`config.mk`:
```
export PLATFORM = sky130hd
export DESIGN_NAME = ctd_tick_timer
export DESIGN_NICKNAME = d
export VERILOG_FILES = /design/src/hw/ctd_pkg.sv /design/src/hw/ctd_down_counter.sv /design/src/hw/ctd_tick_timer.sv
export SDC_FILE = /design/constraint.sdc
export NUM_CORES = 1
export LEC_CHECK = 0
export BUFFER_PORTS_ARGS = -buffer_cell sky130_fd_sc_hd__buf_2
export CAP_MARGIN = 20
export CORE_MARGIN = 2
export CORE_UTILIZATION = 55
export CTS_BUF_LIST = sky130_fd_sc_hd__clkbuf_2 sky130_fd_sc_hd__clkbuf_4 sky130_fd_sc_hd__clkbuf_8
export CTS_CLUSTER_DIAMETER = 50
export CTS_CLUSTER_SIZE = 16
export DETAILED_ROUTE_END_ITERATION = 16
export PLACE_DENSITY = 0.94
export RECOVER_POWER = 100
export SLEW_MARGIN = 10
export SYNTH_ARGS = -nofsm -noshare
export SYNTH_HDL_FRONTEND = slang
export SYNTH_SLANG_ARGS = --single-unit
export TNS_END_PERCENT = 10
```
`constraint.sdc`:
```
create_clock -name i_sys_clk -period 2.4 [get_ports i_sys_clk]
set_input_delay 0.48 -clock i_sys_clk [delete_from_list [all_inputs] [get_ports i_sys_clk]]
set_output_delay 0.48 -clock i_sys_clk [all_outputs]
set_load 0.05 [all_outputs]
```
`src/hw/ctd_pkg.sv`:
```
// Constants, field layouts and carrier types for the core tick down-counter.
// Assumes a single processor clock and a plain one-cycle register port.
//
// Overview of operation
// - Reload field bits 23:0 feed the counter
// - Flag and request only on one-to-zero step
// - Current count reads live in bits 23:0
// - Writing current count zeroes it and flag
// - Calibration bit 31 reads as one
// - Calibration bit 30 reads as one
// - Calibration bits 23:0 read zero, 29:24 reserved
// - Counter stops while processor clock gated
// - Reload and count need no reset value
// - Registers decode at base plus 0x00..0x0C
// - Count down, reload after zero, keep counting
// - Flag set at zero, cleared by control read
// - Exception enable bit 1 gates the request
// - Counter holds while processor halted for debug
package ctd_pkg;

  // Block base address, register word offsets and block mask
  localparam logic [31:0] CTD_BASE_ADDR      = 32'hE000E010;
  localparam logic [3:0]  CTD_OFS_CTRL       = 4'h0;
  localparam logic [3:0]  CTD_OFS_RELOAD     = 4'h4;
  localparam logic [3:0]  CTD_OFS_CURRENT    = 4'h8;
  localparam logic [3:0]  CTD_OFS_CALIB      = 4'hC;
  localparam logic [27:0] CTD_BLOCK_MASK     = 28'hFFFFFFF;

  // Counter geometry
  localparam int          CTD_COUNT_W        = 24;

  // Control and status field positions
  localparam int          CTD_CSR_ENABLE_BIT = 0;
  localparam int          CTD_CSR_EXC_BIT    = 1;
  localparam int          CTD_CSR_CLKSEL_BIT = 2;
  localparam int          CTD_CSR_FLAG_BIT   = 16;

  // Reset values
  localparam logic [2:0]  CTD_CSR_CTRL_RESET = 3'h4;
  localparam logic [23:0] CTD_COUNT_RESET    = 24'h000000;

  // Calibration word fields
  localparam int          CTD_CAL_NO_REF_CLK_BIT = 31;
  localparam int          CTD_CAL_INEXACT_BIT    = 30;
  localparam logic [23:0] CTD_CAL_TEN_MS_COUNT   = 24'h000000;

  // Software-written control bits
  typedef struct packed {
    logic tick_clock_select;
    logic zero_exception_enable;
    logic count_enable;
  } ctd_ctrl_type;

  // One register port request
  typedef struct packed {
    logic [31:0] addr;
    logic [31:0] wdata;
    logic        wr;
    logic        rd;
  } ctd_bus_req_type;

  // Which register a request selects
  typedef enum logic [2:0] {
    CTD_SEL_NONE    = 3'b000,
    CTD_SEL_CTRL    = 3'b001,
    CTD_SEL_RELOAD  = 3'b010,
    CTD_SEL_CURRENT = 3'b011,
    CTD_SEL_CALIB   = 3'b100
  } ctd_sel_type;

endpackage

```
`src/hw/ctd_down_counter.sv`:
```
// Loadable down-counter with a one-to-zero step marker.
// Assumes load, clear and step come from logic on the same clock.
`timescale 1ns/1ps

module ctd_down_counter #(
  parameter int W = 24
) (
  // Clock and reset
  input  wire logic         i_sys_clk,
  input  wire logic         i_rst_n,
  // Controls
  input  wire logic         i_clear,
  input  wire logic         i_step,
  input  wire logic [W-1:0] i_reload,
  // Status
  output logic      [W-1:0] o_count,
  output logic              o_hit_zero
);

  logic [W-1:0] count_q;
  logic [W-1:0] count_d;
  logic         is_zero;
  logic         is_one;

  assign is_zero = (count_q == '0);
  assign is_one  = (count_q == W'(1));

  // Zero reloads on the next step, others count down; clear overrides all
  always_comb begin
    count_d = count_q;
    if (i_clear) begin
      count_d = '0;
    end else if (i_step) begin
      if (is_zero) begin
        count_d = i_reload;
      end else begin
        count_d = count_q - W'(1);
      end
    end
  end

  // Only a real step from one marks zero, so a zero reload stays silent
  assign o_hit_zero = i_step && is_one;

  // Reset to zero although software must not rely on it
  always_ff @(posedge i_sys_clk) begin
    if (!i_rst_n) begin
      count_q <= '0;
    end else begin
      count_q <= count_d;
    end
  end

  assign o_count = count_q;

endmodule

```
`src/hw/ctd_tick_timer.sv`:
```
// Core tick down-counter: register port, control state and read-back.
// Assumes halt and gating inputs come from core logic on the same clock.
`timescale 1ns/1ps

module ctd_tick_timer #(
  parameter logic [31:0] BASE_ADDR = ctd_pkg::CTD_BASE_ADDR,
  parameter int          COUNT_W   = ctd_pkg::CTD_COUNT_W
) (
  // Clock and reset
  input  wire logic        i_sys_clk,
  input  wire logic        i_rst_n,
  // Register port
  input  wire logic [31:0] i_addr,
  input  wire logic [31:0] i_wdata,
  input  wire logic        i_wr,
  input  wire logic        i_rd,
  output logic      [31:0] o_rdata,
  output logic             o_access_fault,
  // Core status
  input  wire logic        i_clk_gated,
  input  wire logic        i_debug_halt,
  // Exception request and zero event marker
  output logic             o_tick_req,
  output logic             o_count_zero
);

  // Request bundle
  ctd_pkg::ctd_bus_req_type req;

  assign req.addr  = i_addr;
  assign req.wdata = i_wdata;
  assign req.wr    = i_wr;
  assign req.rd    = i_rd;

  // Address decode
  logic                 in_block;
  logic                 aligned;
  logic [3:0]           word_ofs;
  logic                 any_access;
  ctd_pkg::ctd_sel_type sel;

  assign any_access = req.wr || req.rd;
  assign in_block   = (req.addr[31:4] == BASE_ADDR[31:4]);
  assign word_ofs   = req.addr[3:0];
  // Misaligned accesses are ignored rather than half-decoded
  assign aligned    = (req.addr[1:0] == 2'h0);

  assign sel = !(in_block && aligned)                  ? ctd_pkg::CTD_SEL_NONE :
               (word_ofs == ctd_pkg::CTD_OFS_CTRL)     ? ctd_pkg::CTD_SEL_CTRL :
               (word_ofs == ctd_pkg::CTD_OFS_RELOAD)   ? ctd_pkg::CTD_SEL_RELOAD :
               (word_ofs == ctd_pkg::CTD_OFS_CURRENT)  ? ctd_pkg::CTD_SEL_CURRENT :
                                                         ctd_pkg::CTD_SEL_CALIB;

  // Strobes per register
  logic wr_ctrl;
  logic wr_reload;
  logic wr_current;
  logic rd_ctrl;
  logic rd_hit;

  assign wr_ctrl    = req.wr && (sel == ctd_pkg::CTD_SEL_CTRL);
  assign wr_reload  = req.wr && (sel == ctd_pkg::CTD_SEL_RELOAD);
  assign wr_current = req.wr && (sel == ctd_pkg::CTD_SEL_CURRENT);
  assign rd_ctrl    = req.rd && (sel == ctd_pkg::CTD_SEL_CTRL);
  assign rd_hit     = req.rd && (sel != ctd_pkg::CTD_SEL_NONE);

  // A block-local access that is not word aligned is reported, not performed
  logic fault_d;

  assign fault_d = any_access && in_block && !aligned;

  // Control register
  ctd_pkg::ctd_ctrl_type ctrl_q;
  ctd_pkg::ctd_ctrl_type ctrl_d;

  assign ctrl_d.count_enable          = wr_ctrl ? req.wdata[ctd_pkg::CTD_CSR_ENABLE_BIT] :
                                                  ctrl_q.count_enable;
  assign ctrl_d.zero_exception_enable = wr_ctrl ? req.wdata[ctd_pkg::CTD_CSR_EXC_BIT] :
                                                  ctrl_q.zero_exception_enable;
  // Only the processor clock exists; the select bit is kept for software only
  assign ctrl_d.tick_clock_select     = wr_ctrl ? req.wdata[ctd_pkg::CTD_CSR_CLKSEL_BIT] :
                                                  ctrl_q.tick_clock_select;

  always_ff @(posedge i_sys_clk) begin
    if (!i_rst_n) begin
      ctrl_q <= ctd_pkg::CTD_CSR_CTRL_RESET;
    end else begin
      ctrl_q <= ctrl_d;
    end
  end

  // Reload register
  logic [COUNT_W-1:0] reload_q;
  logic [COUNT_W-1:0] reload_d;

  assign reload_d = wr_reload ? req.wdata[COUNT_W-1:0] : reload_q;

  always_ff @(posedge i_sys_clk) begin
    if (!i_rst_n) begin
      reload_q <= ctd_pkg::CTD_COUNT_RESET;
    end else begin
      reload_q <= reload_d;
    end
  end

  // Counting gate: enabled, clock running, core not halted
  logic               count_step;
  logic [COUNT_W-1:0] count_val;
  logic               hit_zero;

  assign count_step = ctrl_q.count_enable && !i_clk_gated && !i_debug_halt;

  ctd_down_counter #(
    .W          (COUNT_W)
  ) u_counter (
    .i_sys_clk  (i_sys_clk),
    .i_rst_n    (i_rst_n),
    .i_clear    (wr_current),
    .i_step     (count_step),
    .i_reload   (reload_q),
    .o_count    (count_val),
    .o_hit_zero (hit_zero)
  );

  // Sticky flag: a zero step in the same cycle wins over a control read clear, but a count write wins over the zero step
  logic flag_q;
  logic flag_d;
  logic flag_set;
  logic flag_clr;

  assign flag_set = hit_zero && !wr_current;
  assign flag_clr = rd_ctrl || wr_current;
  assign flag_d   = flag_set ? 1'b1 :
                    flag_clr ? 1'b0 :
                               flag_q;

  always_ff @(posedge i_sys_clk) begin
    if (!i_rst_n) begin
      flag_q <= 1'b0;
    end else begin
      flag_q <= flag_d;
    end
  end

  // Exception request: one-cycle pulse; a count write suppresses it
  logic tick_req_q;
  logic tick_req_d;

  assign tick_req_d = hit_zero && ctrl_q.zero_exception_enable && !wr_current;

  always_ff @(posedge i_sys_clk) begin
    if (!i_rst_n) begin
      tick_req_q <= 1'b0;
    end else begin
      tick_req_q <= tick_req_d;
    end
  end

  // Zero event marker for the core, independent of the exception enable bit
  logic zero_evt_q;

  always_ff @(posedge i_sys_clk) begin
    if (!i_rst_n) begin
      zero_evt_q <= 1'b0;
    end else begin
      zero_evt_q <= flag_set;
    end
  end

  // Read words
  logic [31:0] csr_word;
  logic [31:0] reload_word;
  logic [31:0] current_word;
  logic [31:0] calib_word;

  always_comb begin
    csr_word                                = 32'h00000000;
    csr_word[ctd_pkg::CTD_CSR_ENABLE_BIT]   = ctrl_q.count_enable;
    csr_word[ctd_pkg::CTD_CSR_EXC_BIT]      = ctrl_q.zero_exception_enable;
    csr_word[ctd_pkg::CTD_CSR_CLKSEL_BIT]   = ctrl_q.tick_clock_select;
    // Flag shows its value before the clear this read causes
    csr_word[ctd_pkg::CTD_CSR_FLAG_BIT]     = flag_q;
  end

  assign reload_word  = {{(32 - COUNT_W){1'b0}}, reload_q};
  assign current_word = {{(32 - COUNT_W){1'b0}}, count_val};

  always_comb begin
    calib_word                                 = 32'h00000000;
    calib_word[ctd_pkg::CTD_CAL_NO_REF_CLK_BIT] = 1'b1;
    calib_word[ctd_pkg::CTD_CAL_INEXACT_BIT]    = 1'b1;
    calib_word[23:0]                            = ctd_pkg::CTD_CAL_TEN_MS_COUNT;
  end

  // Read select; unmapped or misaligned reads return zero
  logic [31:0] rdata_sel;

  assign rdata_sel = !rd_hit                             ? 32'h00000000 :
                     (sel == ctd_pkg::CTD_SEL_CTRL)      ? csr_word :
                     (sel == ctd_pkg::CTD_SEL_RELOAD)    ? reload_word :
                     (sel == ctd_pkg::CTD_SEL_CURRENT)   ? current_word :
                                                           calib_word;

  // Read data stand only in the cycle after the strobe
  logic [31:0] rdata_q;
  logic        fault_q;

  always_ff @(posedge i_sys_clk) begin
    if (!i_rst_n) begin
      rdata_q <= 32'h00000000;
      fault_q <= 1'b0;
    end else begin
      rdata_q <= rdata_sel;
      fault_q <= fault_d;
    end
  end

  // Outputs
  assign o_rdata        = rdata_q;
  assign o_access_fault = fault_q;
  assign o_tick_req     = tick_req_q;
  assign o_count_zero   = zero_evt_q;

endmodule

```
==> results of run 1 <==
[state kept, by name (all words and copies together), names as in the netlist]
register           cells
o_rdata               25
reload_q              24
u_counter.o_count     24
csr_word               3
flag_q                 1
o_access_fault         1
o_count_zero           1
o_tick_req             1
[final timing paths]
check                           to  cells past startpoint                  from
min                    csr_word[2]                      3            i_wdata[2]
min reg2reg                 flag_q                      2                flag_q
max          u_counter.o_count[18]                      7  u_counter.o_count[1]
max reg2reg  u_counter.o_count[18]                      7  u_counter.o_count[1]
[layout make-up]
class | instances | area, sq um | share of cell area
multi-input cells | 308 | 2130 | 0.460
flip-flops and latches | 80 | 1600 | 0.346
repair buffers | 112 | 566 | 0.122
clock buffers | 9 | 124 | 0.0268
well taps | 99 | 124 | 0.0268
clock inverters | 7 | 47.5 | 0.0103
inverters | 9 | 33.8 | 0.00730
[worst reg2reg max path, stage by stage (launching register included)]
cell,delay [ns]
dfxtp_1,0.54
inv_1,0.16
ha_1,0.24
nand2_1,0.26
nor3_4,0.12
buf_2,0.22
or4_1,0.48
a31oi_1,0.17
[cells in the final DEF, fill, tap and decap left out, types with 11 or more instances in the layout]
cell type and n:
mux2i_1 31, nor2_1 43, nand2_1 21, a31oi_1 12, or3_1 11, clkbuf_1 30
buf_4 17, nand3_1 16, a22oi_1 20, dfxtp_1 79, buf_2 63, nor2b_1 28
nor4_1 12
[where the power goes]
part | switching, mW | internal (mW)
Sequential | 0.0000000000998 | 1.33
Combinational | 0.0758 | 0.0577
Clock | 0.505 | 0.374
Total | 0.581 | 1.76
[layer usage]
layer	global-route usage	up-vias
met5	0	-
met4	0.119	0
met3	0.0656	30
met2	0.476	160
met1	0.336	1732
li1	-	1740
[metrics by stage]
step / power (mW) / std cells / worst slack [ns] / hold WS [ns] / util
finish: 2.34 / 624 / 0.124 / 0.357 / 0.648
global route: 2.40 / 624 / 0.00371 / 0.381 / 0.648
CTS: 2.34 / 620 / 0.115 / 0.355 / 0.660
detailed placement: 1.49 / 604 / 0.146 / 0.470 / 0.636
global placement: 1.49 / 604 / 0.211 / 0.458 / 0.636
floorplan: 1.43 / 429 / 0.379 / 0.441 / -
[repair_timing]
action / in CTS / in global routing
hold buffers: 0 / 0
buffers inserted: 0 / 4
resized for setup: 0 / 1
setup endpoints to repair: 0 / 3
[cell families after synthesis]
group / count (synthesis) / synth area share
multiplexers: 31 / 0.0780
buffers and inverters: 41 / 0.0554
other: 1 / 0.000943
AND/OR/NAND/NOR: 190 / 0.310
AO/OA/AOI/OAI: 78 / 0.144
flip-flops: 80 / 0.403
adder cells (fa/ha/maj): 3 / 0.00944
==> out/metrics.yaml, run 1 <==
floorplanning:
  die_width_um: 89.0
  dieHeight_um: 89.0
  io_pins: 105
  core_sq_mm: 0.00714
  start_util: 0.557
  dieArea_sq_mm: 0.00793
  rows: 31
synthesis:
  yosysWarningCount: 0
  synth_most_common_cell: "dfxtp_1"
  synth_edf_count: 0
  yosysTopAreaCellShare: 0.403
  synthArstFlopShare: 0
  synth_ff_type: "dfxtp_1"
  ys_seq_area_frac: 0.403
  synth_cell_types: 58
  yosys.area.top_type: "dfxtp_1"
  synth_common_cells: "dfxtp_1 (80), nor2_1 (43), mux2i_1 (31)"
  ys_seq_elements: 80
  syn_inst: 424
  syn_area_sq_mm: 0.00398
  ys_top_cells_by_area: "dfxtp_1 (40%), mux2i_1 (7.8%), nor2b_1 (4.4%), nor2_1 (4.1%), a22oi_1 (3.8%)"
  avgSynthCellArea_sq_um: 9.38
run:
  max-cap-violations: 0
clock_tree:
  path_clk_slew_ns: 0.08
  clock-sinks: 80
  clockBufferDepth: 2
  cts_tree: "yes"
  cts_made_buffers: 9
  clkLatencyLatePin_ns: 0.37
  cts_root_buf: "clkbuf_8"
  htree_levels: 3
power_and_ir_drop:
  p_leak_nw: 1.64
  ir_drop_mv: 0.245
  powerDensity_mw_per_mm2: 505
cells_and_area:
  final_area_sq_mm: 0.00463
  n_antenna_cell: 0
  final_layout_size_suffix_gt1_frac: 0.238
  area_growth_pct: 16.4
  fillerInstances: 619
  nNetsFinal: 593
setup_path:
  path_cells: "inv_1, ha_1, nand2_1, nor3_4, buf_2, or4_1, a31oi_1"
  cp-end-kind: "flip-flop"
  critPathSlowestCell: "dfxtp_1"
  crit_arrival_ns: 2.57
  worstPathMaxFanout: 10
  cpPeakStageDelay_ns: 0.54
  critPathLaunchType: "flip-flop"
  cp_data_required_time_ns: 2.69
  critical_path_buf_inv_count: 2
  critPathTopFamily: "simple AND/OR/NAND/NOR gates"
  rrSetupSlack_ns: 0.12
  critPathKind: "reg -> reg"
timing:
  setup-tns-final_ns: 0
  finalCriticalPeriod_ns: 2.28
  setup_viol: 0
  slew-limit-headroom: 0.469
  hold_viol: 0
  finClkSkew_ns: 0.0109
  rsz0062_at_grt: "false"
  fmax_mhz: 439
  tightest_slew_ns: 0.797
  finalCritPeriodShare: 0.949
  drv_slew: 0
detailed_routing:
  met1Wirelength_mm: 4.41
  routedWlPerCell_um: 17.3
  detailroute.via_count: 3662
  ant_nets: 0
  drc_errors: 0
  drt_iter0_drc: 222
  wl_met2_mm: 5.41
  wl_met3_um: 648
  firstDrtPassIters: 5
  highest_layer: "met4"
  viasPerCell: 5.87
  routed_wirelength_mm: 10.8
placed_design:
  placed_area_sq_mm: 0.00454
  hpwl_mm: 7.61
  port_buffers: 90
  gp_congestion: 0.926
hold_path:
  min-delay-path-class: "in -> reg"
global_route:
  grt_max_degree: 25
  grt-ovfl-total: 0
  grt_pass1_wl_mm: 16.9
  grt_usage: 0.279
  grt_pass1_vias: 3579
  antenna_found_initial: 0
outcome:
  status: "completed"
(Power assumes the default switching activity.)
==> run 2, diff against run 1 <==
--- a/config.mk
+++ b/config.mk
@@ -15,6 +15,7 @@
 export DETAILED_ROUTE_END_ITERATION = 16
 export PLACE_DENSITY = 0.94
 export RECOVER_POWER = 100
+export SETUP_SLACK_MARGIN = 0.1
 export SLEW_MARGIN = 10
 export SYNTH_ARGS = -nofsm -noshare
 export SYNTH_HDL_FRONTEND = slang
==> constraint.sdc (replaced) <==
create_clock -name i_sys_clk -period 2.4 [get_ports i_sys_clk]
set_input_delay 0.48 -clock i_sys_clk [delete_from_list [all_inputs] [get_ports i_sys_clk]]
set_output_delay 0.48 -clock i_sys_clk [all_outputs]
set_load 0.1 [all_outputs]
==> out/metrics.yaml, run 2 (synthesis results as in run 1) <==
clock_tree:
  cts_tree: "yes"
  path_clk_slew_ns: 0.08
  ctsHoldBuffers: 0
  htree_levels: 3
  clkLatencyLatePin_ns: 0.36
  clock-sinks: 80
  cts_root_buf: "clkbuf_8"
  clockBufferDepth: 2
  cts_made_buffers: 9
timing:
  finalCriticalPeriod_ns: 2.23
  rsz0062_at_grt: "false"
  setup_viol: 0
  hold_slack_ns: 0.360
  tightest_slew_ns: 1.17
  finalCritPeriodShare: 0.930
  slew-limit-headroom: 0.221
  fmax_mhz: 448
  drv_slew: 0
  setup-tns-final_ns: 0
  finClkSkew_ns: 0.0124
  hold_viol: 0
setup_path:
  worstPathMaxFanout: 10
  critPathLaunchType: "flip-flop"
  crit_arrival_ns: 2.46
  cp_data_required_time_ns: 2.63
  critPathKind: "reg -> reg"
  cp-end-kind: "flip-flop"
floorplanning:
  rows: 31
  io_pins: 105
  core_sq_mm: 0.00714
  start_util: 0.557
  die_width_um: 89.0
  dieHeight_um: 89.0
  dieArea_sq_mm: 0.00793
cells_and_area:
  area_growth_pct: 16.9
  nNetsFinal: 593
  layout_common_cells: "dfxtp_1 (78), buf_2 (61), nor2_1 (43)"
  layout.cells.non_filler: 624
  layout_commonest_cell: "dfxtp_1"
  largest_reg_flops: 25
  final_layout_size_suffix_gt1_frac: 0.240
  n_antenna_cell: 0
  final_area_sq_mm: 0.00465
  fillerInstances: 617
detailed_routing:
  drt_iter0_drc: 229
  detailroute.via_count: 3710
  drc_errors: 0
  routedWlPerCell_um: 17.4
  firstDrtPassIters: 5
  viasPerCell: 5.95
  ant_nets: 0
  routed_wirelength_mm: 10.9
power_and_ir_drop:
  p_comb_frac: 0.065
  p_leak_nw: 1.65
  powerDensity_mw_per_mm2: 507
  internal-power_mw: 1.76
  p_total_mw: 2.35
  seqPwrFrac: 0.563
  power.share.clock: 0.372
  ir_drop_mv: 0.249
  p_sw_frac: 0.254
  p_sw_uw: 597
placed_design:
  placed_area_sq_mm: 0.00454
  dp_cells: 604
  port_buffers: 90
  gp_congestion: 0.926
  hpwl_mm: 7.61
global_route:
  grt_pass1_wl_mm: 16.9
  grt-ovfl-total: 0
  antenna_found_initial: 0
  grt_max_degree: 25
  grt_usage: 0.279
  grt_pass1_vias: 3579
run:
  max-cap-violations: 0
hold_path:
  min-delay-path-class: "in -> reg"
outcome:
  status: "completed"
run 2: cell count changes in the layout (fill, tap and decap cells not counted):
cell / before / now
buf_12: 0 / 1
buf_2: 63 / 61
buf_4: 17 / 18
clkbuf_2: 2 / 1
clkbuf_4: 0 / 1
dfxtp_1: 79 / 78
dfxtp_2: 1 / 2
run 2: power groups by stage:
stage	Clock, mW	Combinational, mW	Sequential [mW]
3_5_place_dp	0	0.156	1.36
5_1_grt	0.933	0.163	1.33
3_3_place_gp	0	0.151	1.36
4_1_cts	0.883	0.156	1.33
2_1_floorplan	0	0.0935	1.36
6_report	0.875	0.154	1.33
run 2: layout make-up:
cell class                 instances  area [sq um]  area share
sequential                        80          1600       0.345
inverter                           9          33.8     0.00727
multi-input combinational        308          2130       0.458
clock buffer                       9           124      0.0266
timing repair buffer             112           586       0.126
clock inverter                     7          47.5      0.0102
tap                               99           124      0.0266
run 2: critical path, stage by stage (launching register included):
cell and delay (ns):
dfxtp_1 0.38, nor3_2 0.38, nand4_4 0.25, or3_1 0.59, o21ai_0 0.37, a211oi_2 0.13
run 2: through the flow:
step | utilization | worst slack [ns]
floorplan | - | 0.379
finish | 0.651 | 0.169
global route | 0.651 | 0.0666
global placement | 0.636 | 0.211
detailed placement | 0.636 | 0.146
CTS | 0.660 | 0.115
run 2: repair_timing:
action                                  4_1_cts  5_1_grt
gates resized for setup                       0        2
setup buffers                                 0        4
endpoints found under the setup margin        0       12
endpoints found under the hold margin         0        0
run 2: path summary, 6_finish.rpt:
kind | start | endpoint | slack [ns] | depth (start not counted)
setup / recovery | u_counter.o_count[7] | u_counter.o_count[0] | 0.17 | 5
hold / removal | i_wdata[2] | csr_word[2] | 0.36 | 3
setup reg to reg | u_counter.o_count[7] | u_counter.o_count[0] | 0.17 | 5
hold reg to reg | csr_word[1] | o_tick_req | 0.50 | 1
run 2: metal layers:
layer / vias up / GRT usage / part of all wire / routed length (um)
li1: 1742 / - / - / -
met1: 1774 / 0.336 / 0.41 / 4480
met2: 168 / 0.476 / 0.50 / 5460
met3: 26 / 0.0656 / 0.060 / 654
met4: 0 / 0.119 / 0.025 / 269
met5: - / 0 / 0 / 0
==> run 3, diff against run 2 <==
--- a/config.mk
+++ b/config.mk
@@ -8,12 +8,12 @@
 export BUFFER_PORTS_ARGS = -buffer_cell sky130_fd_sc_hd__buf_2
 export CAP_MARGIN = 20
 export CORE_MARGIN = 2
-export CORE_UTILIZATION = 55
+export CORE_UTILIZATION = 30
 export CTS_BUF_LIST = sky130_fd_sc_hd__clkbuf_2 sky130_fd_sc_hd__clkbuf_4 sky130_fd_sc_hd__clkbuf_8
 export CTS_CLUSTER_DIAMETER = 50
 export CTS_CLUSTER_SIZE = 16
 export DETAILED_ROUTE_END_ITERATION = 16
-export PLACE_DENSITY = 0.94
+export PLACE_DENSITY = 0.61
 export RECOVER_POWER = 100
 export SETUP_SLACK_MARGIN = 0.1
 export SLEW_MARGIN = 10
==> out/metrics.yaml, run 3 (synthesis results as in run 1) <==
detailed_routing:
  viasPerCell: 5.13
  firstDrtPassIters: 4
  drc_errors: 0
  detailroute.via_count: 3570
  ant_nets: 0
  drt_iter0_drc: 187
  routedWlPerCell_um: 16.0
  routed_wirelength_mm: 11.2
clock_tree:
  clockBufferDepth: 2
  ctsHoldBuffers: 0
  htree_levels: 3
  cts_root_buf: "clkbuf_8"
  cts_made_buffers: 9
  clkLatencyLatePin_ns: 0.36
  clock-sinks: 80
  path_clk_slew_ns: 0.08
  cts_tree: "yes"
run:
  max-cap-violations: 0
floorplanning:
  dieArea_sq_mm: 0.0142
  die_width_um: 119
  start_util: 0.304
  io_pins: 105
  rows: 42
  dieHeight_um: 119
  core_sq_mm: 0.0131
timing:
  hold_viol: 0
  tightest_slew_ns: 1.18
  finClkSkew_ns: 0.00929
  slew-limit-headroom: 0.214
  drv_slew: 0
  fmax_mhz: 441
  rsz0062_at_grt: "true"
  setup-tns-final_ns: 0
  finalCriticalPeriod_ns: 2.27
  worst_slack_ns: 0.135
  finalCritPeriodShare: 0.944
  setup_viol: 0
cells_and_area:
  regArea_sq_mm: 0.00160
  largest_reg_flops: 25
  multi_input_area_sq_mm: 0.00216
  final_area_sq_mm: 0.00482
  fillerInstances: 1381
  area_growth_pct: 21.2
  n_antenna_cell: 0
  final_layout_size_suffix_gt1_frac: 0.231
  layout_common_cells: "dfxtp_1 (80), buf_2 (61), nor2_1 (44)"
  nNetsFinal: 590
  layout_commonest_cell: "dfxtp_1"
power_and_ir_drop:
  p_leak_nw: 1.68
  ir_drop_mv: 0.262
  powerDensity_mw_per_mm2: 533
  p_total_mw: 2.57
global_route:
  grt_pass1_vias: 3558
  grt_usage: 0.161
  grt-ovfl-total: 0
  grt_max_degree: 33
  antenna_found_initial: 0
  grt_pass1_wl_mm: 18.1
setup_path:
  rr_worst_depth: 7
  cp-end-kind: "flip-flop"
  critPathKind: "reg -> reg"
  critPathLaunchType: "flip-flop"
  reg2reg_to: "u_counter.o_count[17]"
  crit_arrival_ns: 2.56
  timing.rr.start: "u_counter.o_count[0]"
  rrSetupSlack_ns: 0.13
  worstPathMaxFanout: 10
  cp_data_required_time_ns: 2.69
placed_design:
  port_buffers: 90
  gp_congestion: 0.850
  placed_area_sq_mm: 0.00468
  hpwl_mm: 8.04
  place_ws_ns: 0.127
outcome:
  status: "completed"
hold_path:
  min_to: "csr_word[2]"
  hp-start: "i_wdata[2]"
  min-delay-path-class: "in -> reg"
  holdPathStages: 3
[run 3: cell count changes in the layout (fill, tap and decap cells not counted), moves of 2 or more]
cell / before / now
o21ai_0: 7 / 10
buf_12: 1 / 4
buf_4: 18 / 11
dfxtp_1: 78 / 80
nor4_1: 12 / 10
clkinv_2: 3 / 0
o21ai_1: 6 / 3
nor4_2: 1 / 3
dfxtp_2: 2 / 0
bufinv_16: 0 / 2
[run 3: area by class of cell]
type,count,share of cell area
clock buffer,11,0.0301
clock inverter,3,0.0140
inverter,9,0.00701
multi-input combinational,308,0.448
sequential,80,0.332
tap,176,0.0457
timing repair buffer,109,0.123
[run 3: worst max-delay path, stage by stage, from the launching register on]
cell     delay (ns)
dfxtp_1        0.54
inv_1          0.18
ha_1           0.26
nand2_1        0.27
nor3_4         0.15
buf_12         0.17
or4b_1         0.46
a31oi_1        0.17
[run 3: through the flow]
stage | hold WS, ns | utilization | instances
2_1_floorplan | 0.441 | - | 429
5_1_grt | 0.364 | 0.369 | 696
6_report | 0.356 | 0.369 | 696
3_5_place_dp | 0.469 | 0.357 | 681
3_3_place_gp | 0.456 | 0.357 | 681
4_1_cts | 0.338 | 0.374 | 695
[run 3: power breakdown]
group | internal (mW) | total [mW] | switching [mW]
logic | 0.0601 | 0.158 | 0.0974
clock network | 0.615 | 1.09 | 0.473
registers | 1.33 | 1.33 | 0.0000000000916
total | 2.00 | 2.57 | 0.571
[run 3: worst max path at each step]
stage / startpoint / to / cells past startpoint
2_1_floorplan: i_addr[20] / u_counter.o_count[17] / 5
3_3_place_gp: i_addr[20] / u_counter.o_count[7] / 6
3_5_place_dp: i_addr[27] / u_counter.o_count[3] / 6
4_1_cts: u_counter.o_count[0] / u_counter.o_count[3] / 6
5_1_grt: u_counter.o_count[0] / u_counter.o_count[17] / 7
6_report: u_counter.o_count[0] / u_counter.o_count[17] / 7
[run 3: what timing repair did]
item / CTS / global route
setup buffers: 0 / 1
gates resized for setup: 0 / 0
endpoints found under the setup margin: 0 / 6
[run 3: per-layer routing]
layer  global-route usage  up-vias  routed length, um
li1                     -     1737                  -
met1                0.198     1721               4920
met2                0.279       97               5500
met3               0.0340       15                556
met4               0.0573        0                200
met5                    0        -                  0
